File: src/tilt_regs.svh
`ifndef TILT_REGS_SVH
`define TILT_REGS_SVH

// Parameter indexes
`define IDX_CYC_TX 16'h1000
`define IDX_NODE 16'h2000
`define IDX_RATE 16'h2001
`define IDX_QUAD 16'h2040
`define IDX_HEAT 16'h2041
`define IDX_TEACH 16'h2042
`define IDX_FILT 16'h2043
`define IDX_MODE 16'h2044
`define IDX_TERM 16'h2045
`define IDX_ZERO 16'h2046
`define IDX_CTEMP 16'h2081
`define IDX_KEY 16'h3000
`define IDX_STEST 16'h4008
`define IDX_SRES 16'h4009

// Factory values
`define RST_CYC_TX 8'h01
`define RST_NODE 8'h19
`define RST_RATE 16'h00fa
`define RST_QUAD 8'h01
`define RST_HEAT 8'h01
`define RST_TEACH 8'h02
`define RST_FILT 8'h02
`define RST_MODE 8'h00
`define RST_TERM 8'h01
`define RST_ZERO 8'h02

// Codes shared by teach and zero point
`define SEL_KEEP 8'h00
`define SEL_SET 8'h01
`define SEL_CLR 8'h02

// Angle modes and quadrant extension
`define MODE_PERP 8'h00
`define MODE_EULER 8'h01
`define MODE_GIMX 8'h02
`define MODE_GIMY 8'h03
`define QUAD_PM180 8'h01
`define QUAD_360 8'h02

// Timing
`define CLK_KHZ 100000
`define TEMP_MS 200
`define STEST_MS 2000

// Heater regulation setpoint, tenths of a degree
`define HEAT_SETPT 16'sh01f4

// Key checksum
`define CRC_POLY 16'h1021
`define CRC_INIT 16'hffff

`endif

File: src/tilt_pkg.sv
package tilt_pkg;

    typedef struct packed {
        logic [15:0] idx;
        logic wr;
        logic rd;
        logic [15:0] wdata;
    } prm_req_t;

    typedef struct packed {
        logic signed [15:0] lon;
        logic signed [15:0] lat;
    } angle_pair_t;

    typedef struct packed {
        logic [7:0] node;
        logic [15:0] rate;
        logic [7:0] quad;
        logic [7:0] heat;
        logic [7:0] teach;
        logic [7:0] filt;
        logic [7:0] mode;
        logic [7:0] term;
        logic [7:0] zero;
        logic [31:0] pad;
        logic [15:0] crc;
    } setup_key_t;

    typedef enum logic {ST_IDLE, ST_RUN} stest_state_t;

endpackage

File: src/param_key_crc.sv
`timescale 1ns/1ns
`include "tilt_regs.svh"

module param_key_crc
(
    // Key body without checksum
    input wire logic [111:0] payload,
    // Checksum of the body
    output logic [15:0] crc
);

    function automatic logic [15:0] crc16(input logic [111:0] d);
        logic [15:0] c;
        c = `CRC_INIT;
        for (int i = 111; i >= 0; i--)
        begin
            if (c[15] ^ d[i])
                c = {c[14:0], 1'b0} ^ `CRC_POLY;
            else
                c = {c[14:0], 1'b0};
        end
        return c;
    endfunction

    assign crc = crc16(payload);

endmodule // param_key_crc

File: src/tilt_sensor_parameter_bank.sv
`timescale 1ns/1ns
`include "tilt_regs.svh"
module tilt_sensor_parameter_bank
#(
    parameter int unsigned TEMP_CYC = `TEMP_MS * `CLK_KHZ,
    parameter int unsigned STEST_CYC = `STEST_MS * `CLK_KHZ
)
(
    // Clock and reset
    input wire logic clk_sys,
    input wire logic srst,
    // Parameter access by index
    input wire tilt_pkg::prm_req_t prmReq,
    output logic prmAck,
    output logic prmErr,
    output logic [15:0] prmRdata,
    // Setup key
    input wire logic keyWr,
    input wire tilt_pkg::setup_key_t keyWdata,
    output tilt_pkg::setup_key_t keyRdata,
    output logic keyAck,
    output logic keyBad,
    // Application or communication reset command
    input wire logic resetCmd,
    // Sensing cell
    input wire logic rawValid,
    input wire tilt_pkg::angle_pair_t rawAngle,
    input wire logic [15:0] cellTempIn,
    input wire logic [2:0] axisOk,
    output logic selfTestRun,
    // Angle output
    output tilt_pkg::angle_pair_t angleOut,
    output logic angleValid,
    output tilt_pkg::angle_pair_t zeroOffset,
    output logic zeroStore,
    // Bus and device control
    output logic [7:0] nodeAddr,
    output logic [15:0] bitRate,
    output logic cyclicTxEn,
    output logic termEnable,
    output logic heaterOn,
    output logic [7:0] heaterDuty,
    input wire logic runState,
    output logic ledGreen
);
    import tilt_pkg::*;

    function automatic logic signed [15:0] firAvg(input logic signed [15:0] h [16],
                                                  input logic [7:0] step);
        logic signed [19:0] acc;
        int n;
        acc = '0;
        n = 1 << step[2:0];
        for (int i = 0; i < 16; i++)
        begin
            if (i < n)
                acc = acc + 20'(h[i]);
        end
        return 16'(acc >>> step[2:0]);
    endfunction

    function automatic logic signed [15:0] satSub(input logic signed [15:0] a,
                                                  input logic signed [15:0] b);
        logic signed [16:0] d;
        d = 17'(a) - 17'(b);
        if (d > 17'sh07fff)
            return 16'sh7fff;
        if (d < -17'sh08000)
            return 16'sh8000;
        return 16'(d);
    endfunction

    function automatic logic [15:0] abs16(input logic signed [15:0] a);
        return a[15] ? 16'(-a) : 16'(a);
    endfunction

    stest_state_t stState;
    logic [31:0] stCnt;
    logic [31:0] tempCnt;
    logic [7:0] cycTx, nodePend, quad, heat, teach, filt, mode, term, zero;
    logic [15:0] ratePend;
    logic signed [15:0] cellTemp;
    logic [7:0] stestRes;
    angle_pair_t teachRef;
    logic signed [15:0] histX [16];
    logic signed [15:0] histY [16];
    logic filtValid;
    logic signed [23:0] pidInt;
    logic signed [17:0] pidPrev;

    // Write decode
    wire [15:0] idx = prmReq.idx;
    wire [7:0] wd8 = prmReq.wdata[7:0];
    wire wrLegal = prmReq.wr && prmReq.wdata[15:8] == 8'h00 && (
        (idx == `IDX_CYC_TX && wd8 <= 8'h01) || idx == `IDX_NODE ||
        (idx == `IDX_QUAD && wd8 <= 8'h02) || (idx == `IDX_HEAT && wd8 <= 8'h01) ||
        (idx == `IDX_TEACH && wd8 <= 8'h02) || (idx == `IDX_FILT && wd8 <= 8'h04) ||
        (idx == `IDX_MODE && wd8 <= 8'h03) || (idx == `IDX_TERM && wd8 <= 8'h01) ||
        (idx == `IDX_ZERO && wd8 <= 8'h02) || (idx == `IDX_STEST && wd8 <= 8'h01));
    wire wrTeach = wrLegal && idx == `IDX_TEACH;
    wire wrZero = wrLegal && idx == `IDX_ZERO;
    wire wrHeat = wrLegal && idx == `IDX_HEAT;
    wire stestStart = wrLegal && idx == `IDX_STEST && wd8 == 8'h01;
    wire rdKnown = idx inside {`IDX_CYC_TX, `IDX_NODE, `IDX_RATE, `IDX_QUAD, `IDX_HEAT,
        `IDX_TEACH, `IDX_FILT, `IDX_MODE, `IDX_TERM, `IDX_ZERO, `IDX_CTEMP,
        `IDX_STEST, `IDX_SRES};
    wire [15:0] rdMux =
        idx == `IDX_CYC_TX ? {8'h00, cycTx} :
        idx == `IDX_NODE ? {8'h00, nodePend} :
        idx == `IDX_RATE ? ratePend :
        idx == `IDX_QUAD ? {8'h00, quad} :
        idx == `IDX_HEAT ? {8'h00, heat} :
        idx == `IDX_TEACH ? {8'h00, teach} :
        idx == `IDX_FILT ? {8'h00, filt} :
        idx == `IDX_MODE ? {8'h00, mode} :
        idx == `IDX_TERM ? {8'h00, term} :
        idx == `IDX_ZERO ? {8'h00, zero} :
        idx == `IDX_CTEMP ? 16'(cellTemp) :
        idx == `IDX_STEST ? {15'h0000, selfTestRun} :
        idx == `IDX_SRES ? {8'h00, stestRes} : 16'h0000;

    // Setup key: body is checksummed both ways
    wire [111:0] keyPay = {nodePend, ratePend, quad, heat, teach, filt, mode, term, zero,
                           32'h00000000};
    wire [15:0] keyPayCrc;
    wire [15:0] keyInCrc;
    param_key_crc keyOutCrc
    (
        .payload(keyPay),
        .crc(keyPayCrc)
    );
    param_key_crc keyInCheck
    (
        .payload(keyWdata[127:16]),
        .crc(keyInCrc)
    );
    wire keyFieldsOk = keyWdata.quad <= 8'h02 && keyWdata.heat <= 8'h01 &&
        keyWdata.teach <= 8'h02 && keyWdata.filt <= 8'h04 && keyWdata.mode <= 8'h03 &&
        keyWdata.term <= 8'h01 && keyWdata.zero <= 8'h02;
    wire keyGood = keyWr && keyInCrc == keyWdata.crc && keyFieldsOk;

    // Filter, then zero point, then teach
    wire signed [15:0] fx = firAvg(histX, filt);
    wire signed [15:0] fy = firAvg(histY, filt);
    wire signed [15:0] zx = zero == `SEL_SET ? satSub(fx, zeroOffset.lon) : fx;
    wire signed [15:0] zy = zero == `SEL_SET ? satSub(fy, zeroOffset.lat) : fy;
    wire signed [15:0] tx = teach == `SEL_SET ? satSub(zx, teachRef.lon) : zx;
    wire signed [15:0] ty = teach == `SEL_SET ? satSub(zy, teachRef.lat) : zy;

    // Euler: slope is the larger tilt, direction coarse in 45 degree sectors
    wire signed [15:0] eastV = satSub(16'sh0000, ty);
    wire [15:0] absE = abs16(eastV);
    wire [15:0] absN = abs16(tx);
    wire nearE = {absN, 1'b0} < {1'b0, absE};
    wire nearN = {absE, 1'b0} < {1'b0, absN};
    wire [2:0] sect = !eastV[15] ?
        (!tx[15] ? (nearE ? 3'h0 : nearN ? 3'h2 : 3'h1) :
                   (nearE ? 3'h0 : nearN ? 3'h6 : 3'h7)) :
        (!tx[15] ? (nearE ? 3'h4 : nearN ? 3'h2 : 3'h3) :
                   (nearE ? 3'h4 : nearN ? 3'h6 : 3'h5));
    wire [15:0] dir360 = 16'(sect) * 16'h01c2;
    wire [15:0] dirOut = (quad == `QUAD_360 || dir360 <= 16'h0708) ? dir360 :
                         dir360 - 16'h0e10;
    wire [15:0] eulerLon = absN > absE ? absN : absE;
    wire isEuler = mode == `MODE_EULER;
    // Perpendicular and both gimbal orders share one path, so single-axis tilt agrees
    wire angle_pair_t nextAngle = isEuler ? {eulerLon, dirOut} : {tx, ty};

    // Heater regulation
    wire signed [17:0] pidErr = 18'(`HEAT_SETPT) - 18'(cellTemp);
    wire signed [23:0] pidSum = (24'(pidErr) <<< 2) + (pidInt >>> 4) +
                                (24'(pidErr - pidPrev) <<< 1);
    wire [7:0] dutyNext = pidSum < 0 ? 8'h00 : pidSum > 24'sh0000ff ? 8'hff : pidSum[7:0];
    // Integrate only while not pushing into a rail, to avoid windup
    wire pidHold = (dutyNext == 8'hff && pidErr > 0) || (dutyNext == 8'h00 && pidErr < 0);
    wire tempTick = tempCnt == TEMP_CYC - 1;
    wire stestDone = stState == ST_RUN && stCnt == STEST_CYC - 1;

    // Parameter storage
    always_ff @(posedge clk_sys)
    begin
        if (srst)
        begin
            cycTx <= `RST_CYC_TX;
            nodePend <= `RST_NODE;
            ratePend <= `RST_RATE;
            quad <= `RST_QUAD;
            heat <= `RST_HEAT;
            teach <= `RST_TEACH;
            filt <= `RST_FILT;
            mode <= `RST_MODE;
            term <= `RST_TERM;
            zero <= `RST_ZERO;
        end
        else if (wrLegal)
        begin
            if (idx == `IDX_CYC_TX)
                cycTx <= wd8;
            if (idx == `IDX_NODE)
                nodePend <= wd8;
            if (idx == `IDX_QUAD)
                quad <= wd8;
            if (wrHeat)
                heat <= wd8;
            if (wrTeach && wd8 != `SEL_KEEP)
                teach <= wd8;
            if (idx == `IDX_FILT)
                filt <= wd8;
            if (idx == `IDX_MODE)
                mode <= wd8;
            if (idx == `IDX_TERM)
                term <= wd8;
            if (wrZero && wd8 != `SEL_KEEP)
                zero <= wd8;
        end
        else if (keyGood)
        begin
            nodePend <= keyWdata.node;
            ratePend <= keyWdata.rate;
            quad <= keyWdata.quad;
            heat <= keyWdata.heat;
            filt <= keyWdata.filt;
            mode <= keyWdata.mode;
            term <= keyWdata.term;
            if (keyWdata.teach != `SEL_KEEP)
                teach <= keyWdata.teach;
            if (keyWdata.zero != `SEL_KEEP)
                zero <= keyWdata.zero;
        end
    end

    // Bus identity switches only on a reset
    always_ff @(posedge clk_sys)
    begin
        if (srst)
        begin
            nodeAddr <= `RST_NODE;
            bitRate <= `RST_RATE;
        end
        else if (resetCmd)
        begin
            nodeAddr <= nodePend;
            bitRate <= ratePend;
        end
    end

    // Access answers, one cycle after the request
    always_ff @(posedge clk_sys)
    begin
        if (srst)
        begin
            prmAck <= 1'b0;
            prmErr <= 1'b0;
            prmRdata <= 16'h0000;
            keyAck <= 1'b0;
            keyBad <= 1'b0;
            keyRdata <= '0;
        end
        else
        begin
            prmAck <= prmReq.wr || prmReq.rd;
            prmErr <= (prmReq.wr && !wrLegal) || (prmReq.rd && !rdKnown);
            if (prmReq.rd)
                prmRdata <= rdMux;
            keyAck <= keyWr;
            keyBad <= keyWr && !keyGood;
            keyRdata <= {keyPay, keyPayCrc};
        end
    end

    // Reference captures; zero offset goes to nonvolatile storage via zeroStore
    always_ff @(posedge clk_sys)
    begin
        if (srst)
        begin
            zeroOffset <= '0;
            teachRef <= '0;
            zeroStore <= 1'b0;
        end
        else
        begin
            zeroStore <= wrZero && wd8 == `SEL_SET;
            if (wrZero && wd8 == `SEL_SET)
                zeroOffset <= {fx, fy};
            if (wrTeach && wd8 == `SEL_SET)
                teachRef <= {zx, zy};
        end
    end

    // Filter history and output pair
    always_ff @(posedge clk_sys)
    begin
        if (srst)
        begin
            for (int i = 0; i < 16; i++)
            begin
                histX[i] <= 16'sh0000;
                histY[i] <= 16'sh0000;
            end
            filtValid <= 1'b0;
            angleValid <= 1'b0;
            angleOut <= '0;
        end
        else
        begin
            if (rawValid)
            begin
                histX[0] <= rawAngle.lon;
                histY[0] <= rawAngle.lat;
                for (int i = 1; i < 16; i++)
                begin
                    histX[i] <= histX[i-1];
                    histY[i] <= histY[i-1];
                end
            end
            filtValid <= rawValid;
            angleValid <= filtValid;
            if (filtValid)
                angleOut <= nextAngle;
        end
    end

    // Cell temperature sampling and heater
    always_ff @(posedge clk_sys)
    begin
        if (srst)
        begin
            tempCnt <= 32'h00000000;
            cellTemp <= 16'sh0000;
        end
        else
        begin
            tempCnt <= tempTick ? 32'h00000000 : tempCnt + 32'h00000001;
            if (tempTick)
                cellTemp <= cellTempIn;
        end
    end

    always_ff @(posedge clk_sys)
    begin
        if (srst || heat == 8'h00)
        begin
            pidInt <= 24'sh000000;
            pidPrev <= 18'sh00000;
            heaterDuty <= 8'h00;
            heaterOn <= 1'b0;
        end
        else
        begin
            heaterOn <= 1'b1;
            if (tempTick)
            begin
                if (!pidHold)
                    pidInt <= pidInt + 24'(pidErr);
                pidPrev <= pidErr;
                heaterDuty <= dutyNext;
            end
        end
    end

    // Self-test; a start landing on the final cycle restarts rather than being lost
    always_ff @(posedge clk_sys)
    begin
        if (srst)
        begin
            stState <= ST_IDLE;
            stCnt <= 32'h00000000;
            selfTestRun <= 1'b0;
            stestRes <= 8'h00;
        end
        else
        begin
            unique case (stState)
                ST_IDLE:
                    if (stestStart)
                    begin
                        stState <= ST_RUN;
                        selfTestRun <= 1'b1;
                        stCnt <= 32'h00000000;
                    end
                ST_RUN:
                    if (stestDone)
                    begin
                        stestRes <= {5'h00, axisOk};
                        stCnt <= 32'h00000000;
                        if (!stestStart)
                        begin
                            stState <= ST_IDLE;
                            selfTestRun <= 1'b0;
                        end
                    end
                    else
                        stCnt <= stCnt + 32'h00000001;
            endcase
        end
    end

    // Pin-level controls
    always_ff @(posedge clk_sys)
    begin
        if (srst)
        begin
            cyclicTxEn <= 1'b0;
            termEnable <= 1'b0;
            ledGreen <= 1'b0;
        end
        else
        begin
            cyclicTxEn <= cycTx == 8'h01;
            termEnable <= term == 8'h01;
            ledGreen <= runState;
        end
    end

    node_hold_a: assert property (
        @(posedge clk_sys) disable iff (srst)
        $changed(nodeAddr) |-> $past(resetCmd || srst))
        else $error("Node address changed without a reset");

    factory_ident_a: assert property (
        @(posedge clk_sys) disable iff (srst)
        $fell(srst) |-> (nodeAddr == `RST_NODE && bitRate == `RST_RATE) ##1 cyclicTxEn)
        else $error("Factory address, rate or cyclic send wrong");

    filter_bypass_a: assert property (
        @(posedge clk_sys) disable iff (srst)
        rawValid && filt == 8'h00 && !prmReq.wr && !keyWr |=> fx == $past(rawAngle.lon))
        else $error("Bypassed filter does not pass the sample");

    zero_capture_a: assert property (
        @(posedge clk_sys) disable iff (srst)
        wrZero && wd8 == `SEL_SET |=> zeroStore && zeroOffset == $past({fx, fy}))
        else $error("Zero offset not captured");

    term_switch_a: assert property (
        @(posedge clk_sys) disable iff (srst)
        wrLegal && idx == `IDX_TERM && wd8 == 8'h01 |=> ##1 termEnable)
        else $error("Termination not switched on");

    euler_range_a: assert property (
        @(posedge clk_sys) disable iff (srst)
        angleValid && $past(isEuler) && $past(quad) == `QUAD_360 |-> !angleOut.lat[15])
        else $error("Euler lateral negative in 0-360 range");

    heat_stop_a: assert property (
        @(posedge clk_sys) disable iff (srst)
        wrHeat && wd8 == 8'h00 |=> ##1 heaterDuty == 8'h00 && !heaterOn)
        else $error("Heater still driven after heating off");

    temp_period_a: assert property (
        @(posedge clk_sys) disable iff (srst)
        $changed(cellTemp) |-> $past(tempCnt) == TEMP_CYC - 1)
        else $error("Cell temperature updated off the sample period");

    stest_len_a: assert property (
        @(posedge clk_sys) disable iff (srst)
        $fell(selfTestRun) |-> $past(stCnt) == STEST_CYC - 1)
        else $error("Self-test flag cleared at wrong time");

    stest_result_a: assert property (
        @(posedge clk_sys) disable iff (srst)
        $fell(selfTestRun) |-> stestRes == {5'h00, $past(axisOk)})
        else $error("Self-test result not captured");

    key_reject_a: assert property (
        @(posedge clk_sys) disable iff (srst)
        keyWr && !prmReq.wr && keyInCrc != keyWdata.crc |=> keyBad && $stable(quad))
        else $error("Bad key accepted");

    pair_out_a: assert property (
        @(posedge clk_sys) disable iff (srst)
        rawValid |-> ##2 angleValid)
        else $error("Angle pair not published two cycles after sample");

    led_run_a: assert property (
        @(posedge clk_sys) disable iff (srst)
        runState ##1 runState |-> ledGreen)
        else $error("LED not on in run state");

endmodule // tilt_sensor_parameter_bank

File: config.mk
export PLATFORM = sky130hd
export DESIGN_NAME = tilt_sensor_parameter_bank
export DESIGN_NICKNAME = d
export VERILOG_FILES = /design/src/tilt_pkg.sv /design/src/param_key_crc.sv /design/src/tilt_sensor_parameter_bank.sv
export VERILOG_INCLUDE_DIRS = /design/src /design/src/src
export SDC_FILE = /design/constraint.sdc
export NUM_CORES = 2
export LEC_CHECK = 0
export ABC_AREA = 1
export BUFFER_PORTS_ARGS = -buffer_cell sky130_fd_sc_hd__buf_2
export CORE_ASPECT_RATIO = 1.75
export CORE_MARGIN = 10
export CORE_UTILIZATION = 60
export DETAILED_ROUTE_END_ITERATION = 10
export MAX_ROUTING_LAYER = met4
export PLACE_DENSITY = 0.8
export SLEW_MARGIN = 15
export SYNTH_ARGS = -nofsm -noshare
export SYNTH_HDL_FRONTEND = slang
export SYNTH_SLANG_ARGS = --single-unit
File: constraint.sdc
create_clock -name clk_sys -period 29.3 [get_ports clk_sys]
set_input_delay 4.395 -clock clk_sys [delete_from_list [all_inputs] [get_ports clk_sys]]
set_output_delay 4.395 -clock clk_sys [all_outputs]
set_load 0.01 [all_outputs]
==> impl_metrics.json <==
{
  "hp-class": "flip-flop to flip-flop",
  "yosysTopAreaCell": "dfxtp_1",
  "syn_area_per_cell_um2": 6.35,
  "vias": 92700,
  "num-fill-cells": 12700,
  "grt_pass1_wl_um": 472000,
  "critPathLaunchType": "flip-flop",
  "path_clk_slew_ps": 70,
  "cts_buffer_depth": 3,
  "root_buffer": "clkbuf_16",
  "viasPerCell": 5.88,
  "crit_path_max_fanout": 8,
  "busiest_layer": "met2",
  "io_pins": 470,
  "drt_iter0_drc": 7087,
  "die-height_um": 520,
  "syn_inst": 13500,
  "setup_viol": 0,
  "outcome": "complete, no violations",
  "fin_crit_sh_pct": 94.0,
  "finalHoldViolCount": 0,
  "rows": 183,
  "max_freq_mhz": 36.3,
  "cp_slowest_stage_delay_ps": 540,
  "ys_warn_count": 0,
  "antenna_left": 0,
  "antenna_found_initial": 11,
  "rr_worst_depth": 177,
  "grtUsageMet2_pct": 67.4,
  "crit_start": "filt[2]",
  "clock_latency_ps": 760,
  "yosys.area.top_type_share_pct": 22.8,
  "maxCapViolations": 0,
  "tightest_slew_ps": 1320,
  "start_util_pct": 60.4,
  "dieWidth_um": 306,
  "detail_route.wl_per_cell_um": 19.4,
  "synth-seq-cells": 977,
  "use_met3_pct": 5.43,
  "cp_common_cell": "nand2_1",
  "gr-usage-met1_pct": 35.0,
  "synth_mux_area_share_pct": 0.0117,
  "critical_path_class": "flip-flop to flip-flop",
  "grt_max_degree": 247,
  "min_period_ps": 27550,
  "grtUsageTotal_pct": 37.5,
  "r2r_end": "angleOut[10]",
  "cp-endpoint": "angleOut[10]",
  "ys_top_cells_by_area": "dfxtp_1 23%, nand2_1 12%, ha_1 11%",
  "yosys.area_share.simple_pct": 29.6,
  "worstSetupEndpointType": "flip-flop",
  "nNetsFinal": 14900,
  "synth_compound_area_share_pct": 18.6,
  "synth_top_family_by_area": "simple AND/OR/NAND/NOR gates",
  "synth-edff-count": 0,
  "numClockSinks": 977,
  "drc_errors": 0,
  "synth_xor_area_share_pct": 7.06,
  "h-tree-depth": 3,
  "cts-buffers-inserted": 99,
  "timing.reg2reg.setup_slack_ps": 1750,
  "overflow": 0,
  "slew_violations": 0,
  "drive_above_1_share_pct": 10.3,
  "synthDistinctLibCells": 69,
  "relSlewSlack_pct": 12.1,
  "area_growth_pct": 10.3,
  "async_reset_ff_share_pct": 0,
  "fp.dieArea_um2": 159000,
  "r2r_start": "filt[2]",
  "required_ps": 29930,
  "gp_congestion": 1.03,
  "first_global_vias": 90700,
  "synth_fa_ha_area_share_pct": 12.2,
  "finClkSkew_ps": 58.5,
  "portBuffers": 437,
  "dp.final_hpwl_um": 240000,
  "cpMaxStageDelayCell": "fa_1",
  "holdWs_ps": 433,
  "ys.flop_type": "dfxtp_1",
  "arrival_ps": 28190,
  "core_area_um2": 142000,
  "synth-seq-area-share_pct": 22.8,
  "cts_tree": "built",
  "routed_wl_um": 307000,
  "synth_area_um2": 85700,
  "first_pass_iters": 8
}
[metal layers]
metal | vias to the layer above | wire length, um
li1 | 44900 | -
met1 | 42800 | 104000
met2 | 3779 | 155000
met3 | 1319 | 18900
met4 | 0 | 29400
met5 | - | 0
[cells in the mapped netlist (all sizes together), types with 33 or more instances]
cell and count:
o21ai 1205, nand3 956, o211ai 54, o21bai 87
nor3 71, buf 76, a31oi 60, nor2 1668
ha 746, a21boi 33, a211oi 39, a21oi 1328
or2 131, dfxtp 977, nor4 58, inv 1712
clkbuf 353, nand3b 45, xnor2 225, xor2 419
nand2 2902, fa 58, nand4 97
[worst max-delay path, delay by kind of cell, from the launching register on]
kind	cells	cell delay (ps)
compound gates	47	7260
simple gates	74	7930
xor+xnor	10	1670
fa+ha+maj	21	7420
buf+inv	25	2680
flops	1	400
[stage by stage]
step	worst slack (ps)	util [%]	cells	setup TNS [ps]	instance area, um^2
floorplan	3940	-	13500	0	85800
global placement	1260	63.3	15600	0	89900
detailed placement	666	63.3	15600	0	89900
CTS	491	65.8	15700	0	93400
global route	-381	66.6	15800	-3280	94500
finish	1750	66.6	15800	0	94500
[cell usage in the layout (no fill, tap or decap), types with 96 or more instances in the layout]
cell type	instances
o21ai_0	1130
ha_1	731
nand3_1	926
nand2_2	206
nand4_1	96
buf_4	190
xor2_1	380
nor2_1	1648
inv_1	1668
or2_2	127
nand2_1	2679
dfxtp_1	974
xnor2_1	216
a21oi_1	1284
clkbuf_16	99
buf_2	435
[worst min path at each step]
stage,start,to,slack (ps),cells past startpoint
2_1_floorplan,cycTx[6],cyclicTxEn,400,1
3_3_place_gp,cycTx[6],cyclicTxEn,420,1
3_5_place_dp,cycTx[6],cyclicTxEn,420,1
6_report,cycTx[6],cyclicTxEn,430,1
5_1_grt,cycTx[6],cyclicTxEn,460,1
4_1_cts,cycTx[6],cyclicTxEn,430,1
[sequential cells by signal, summed over array words and instances (netlist names), 16 cells and up]
register / cells
keyRdata: 96
angleOut: 32
histX: 256
bitRate: 16
cellTemp: 16
zeroOffset: 32
tempCnt: 32
prmRdata: 16
teachRef: 32
pidPrev: 17
pidInt: 24
stCnt: 32
histY: 256
ratePend: 16
[cells by family (layout without fill, tap and decap cells)]
| kind of cell | count (synthesis) | after routing |
|---|---|---|
| XOR/XNOR | 645 | 645 |
| flip-flops | 977 | 977 |
| AND/OR/NAND/NOR | 5957 | 5957 |
| AO/OA/AOI/OAI | 2968 | 2968 |
| adder cells (fa/ha/maj) | 804 | 804 |
| multiplexers | 1 | 1 |
| buffers and inverters | 2151 | 2538 |
| other | 1 | 42 |
[area by class of cell]
class	instances	area, um^2	area share [%]
repair buffers	633	3740	3.96
clock buffers	124	2710	2.87
inverters	1721	6480	6.86
multi-input cells	10400	58800	62.3
well taps	1850	2310	2.45
flip-flops and latches	977	19600	20.7
repair inverters	1	5.00	0.00529
diodes	10	25.0	0.0265
clock inverters	59	842	0.891
[timing repair]
action	4_1_cts	5_1_grt
buffers inserted	0	30
hold buffers	0	0
setup endpoints to repair	0	31
gates resized for setup	0	261
Power is left out: the tool's default activity adds up to more than one toggle a clock period on the data nets, which glitch-free logic cannot reach.
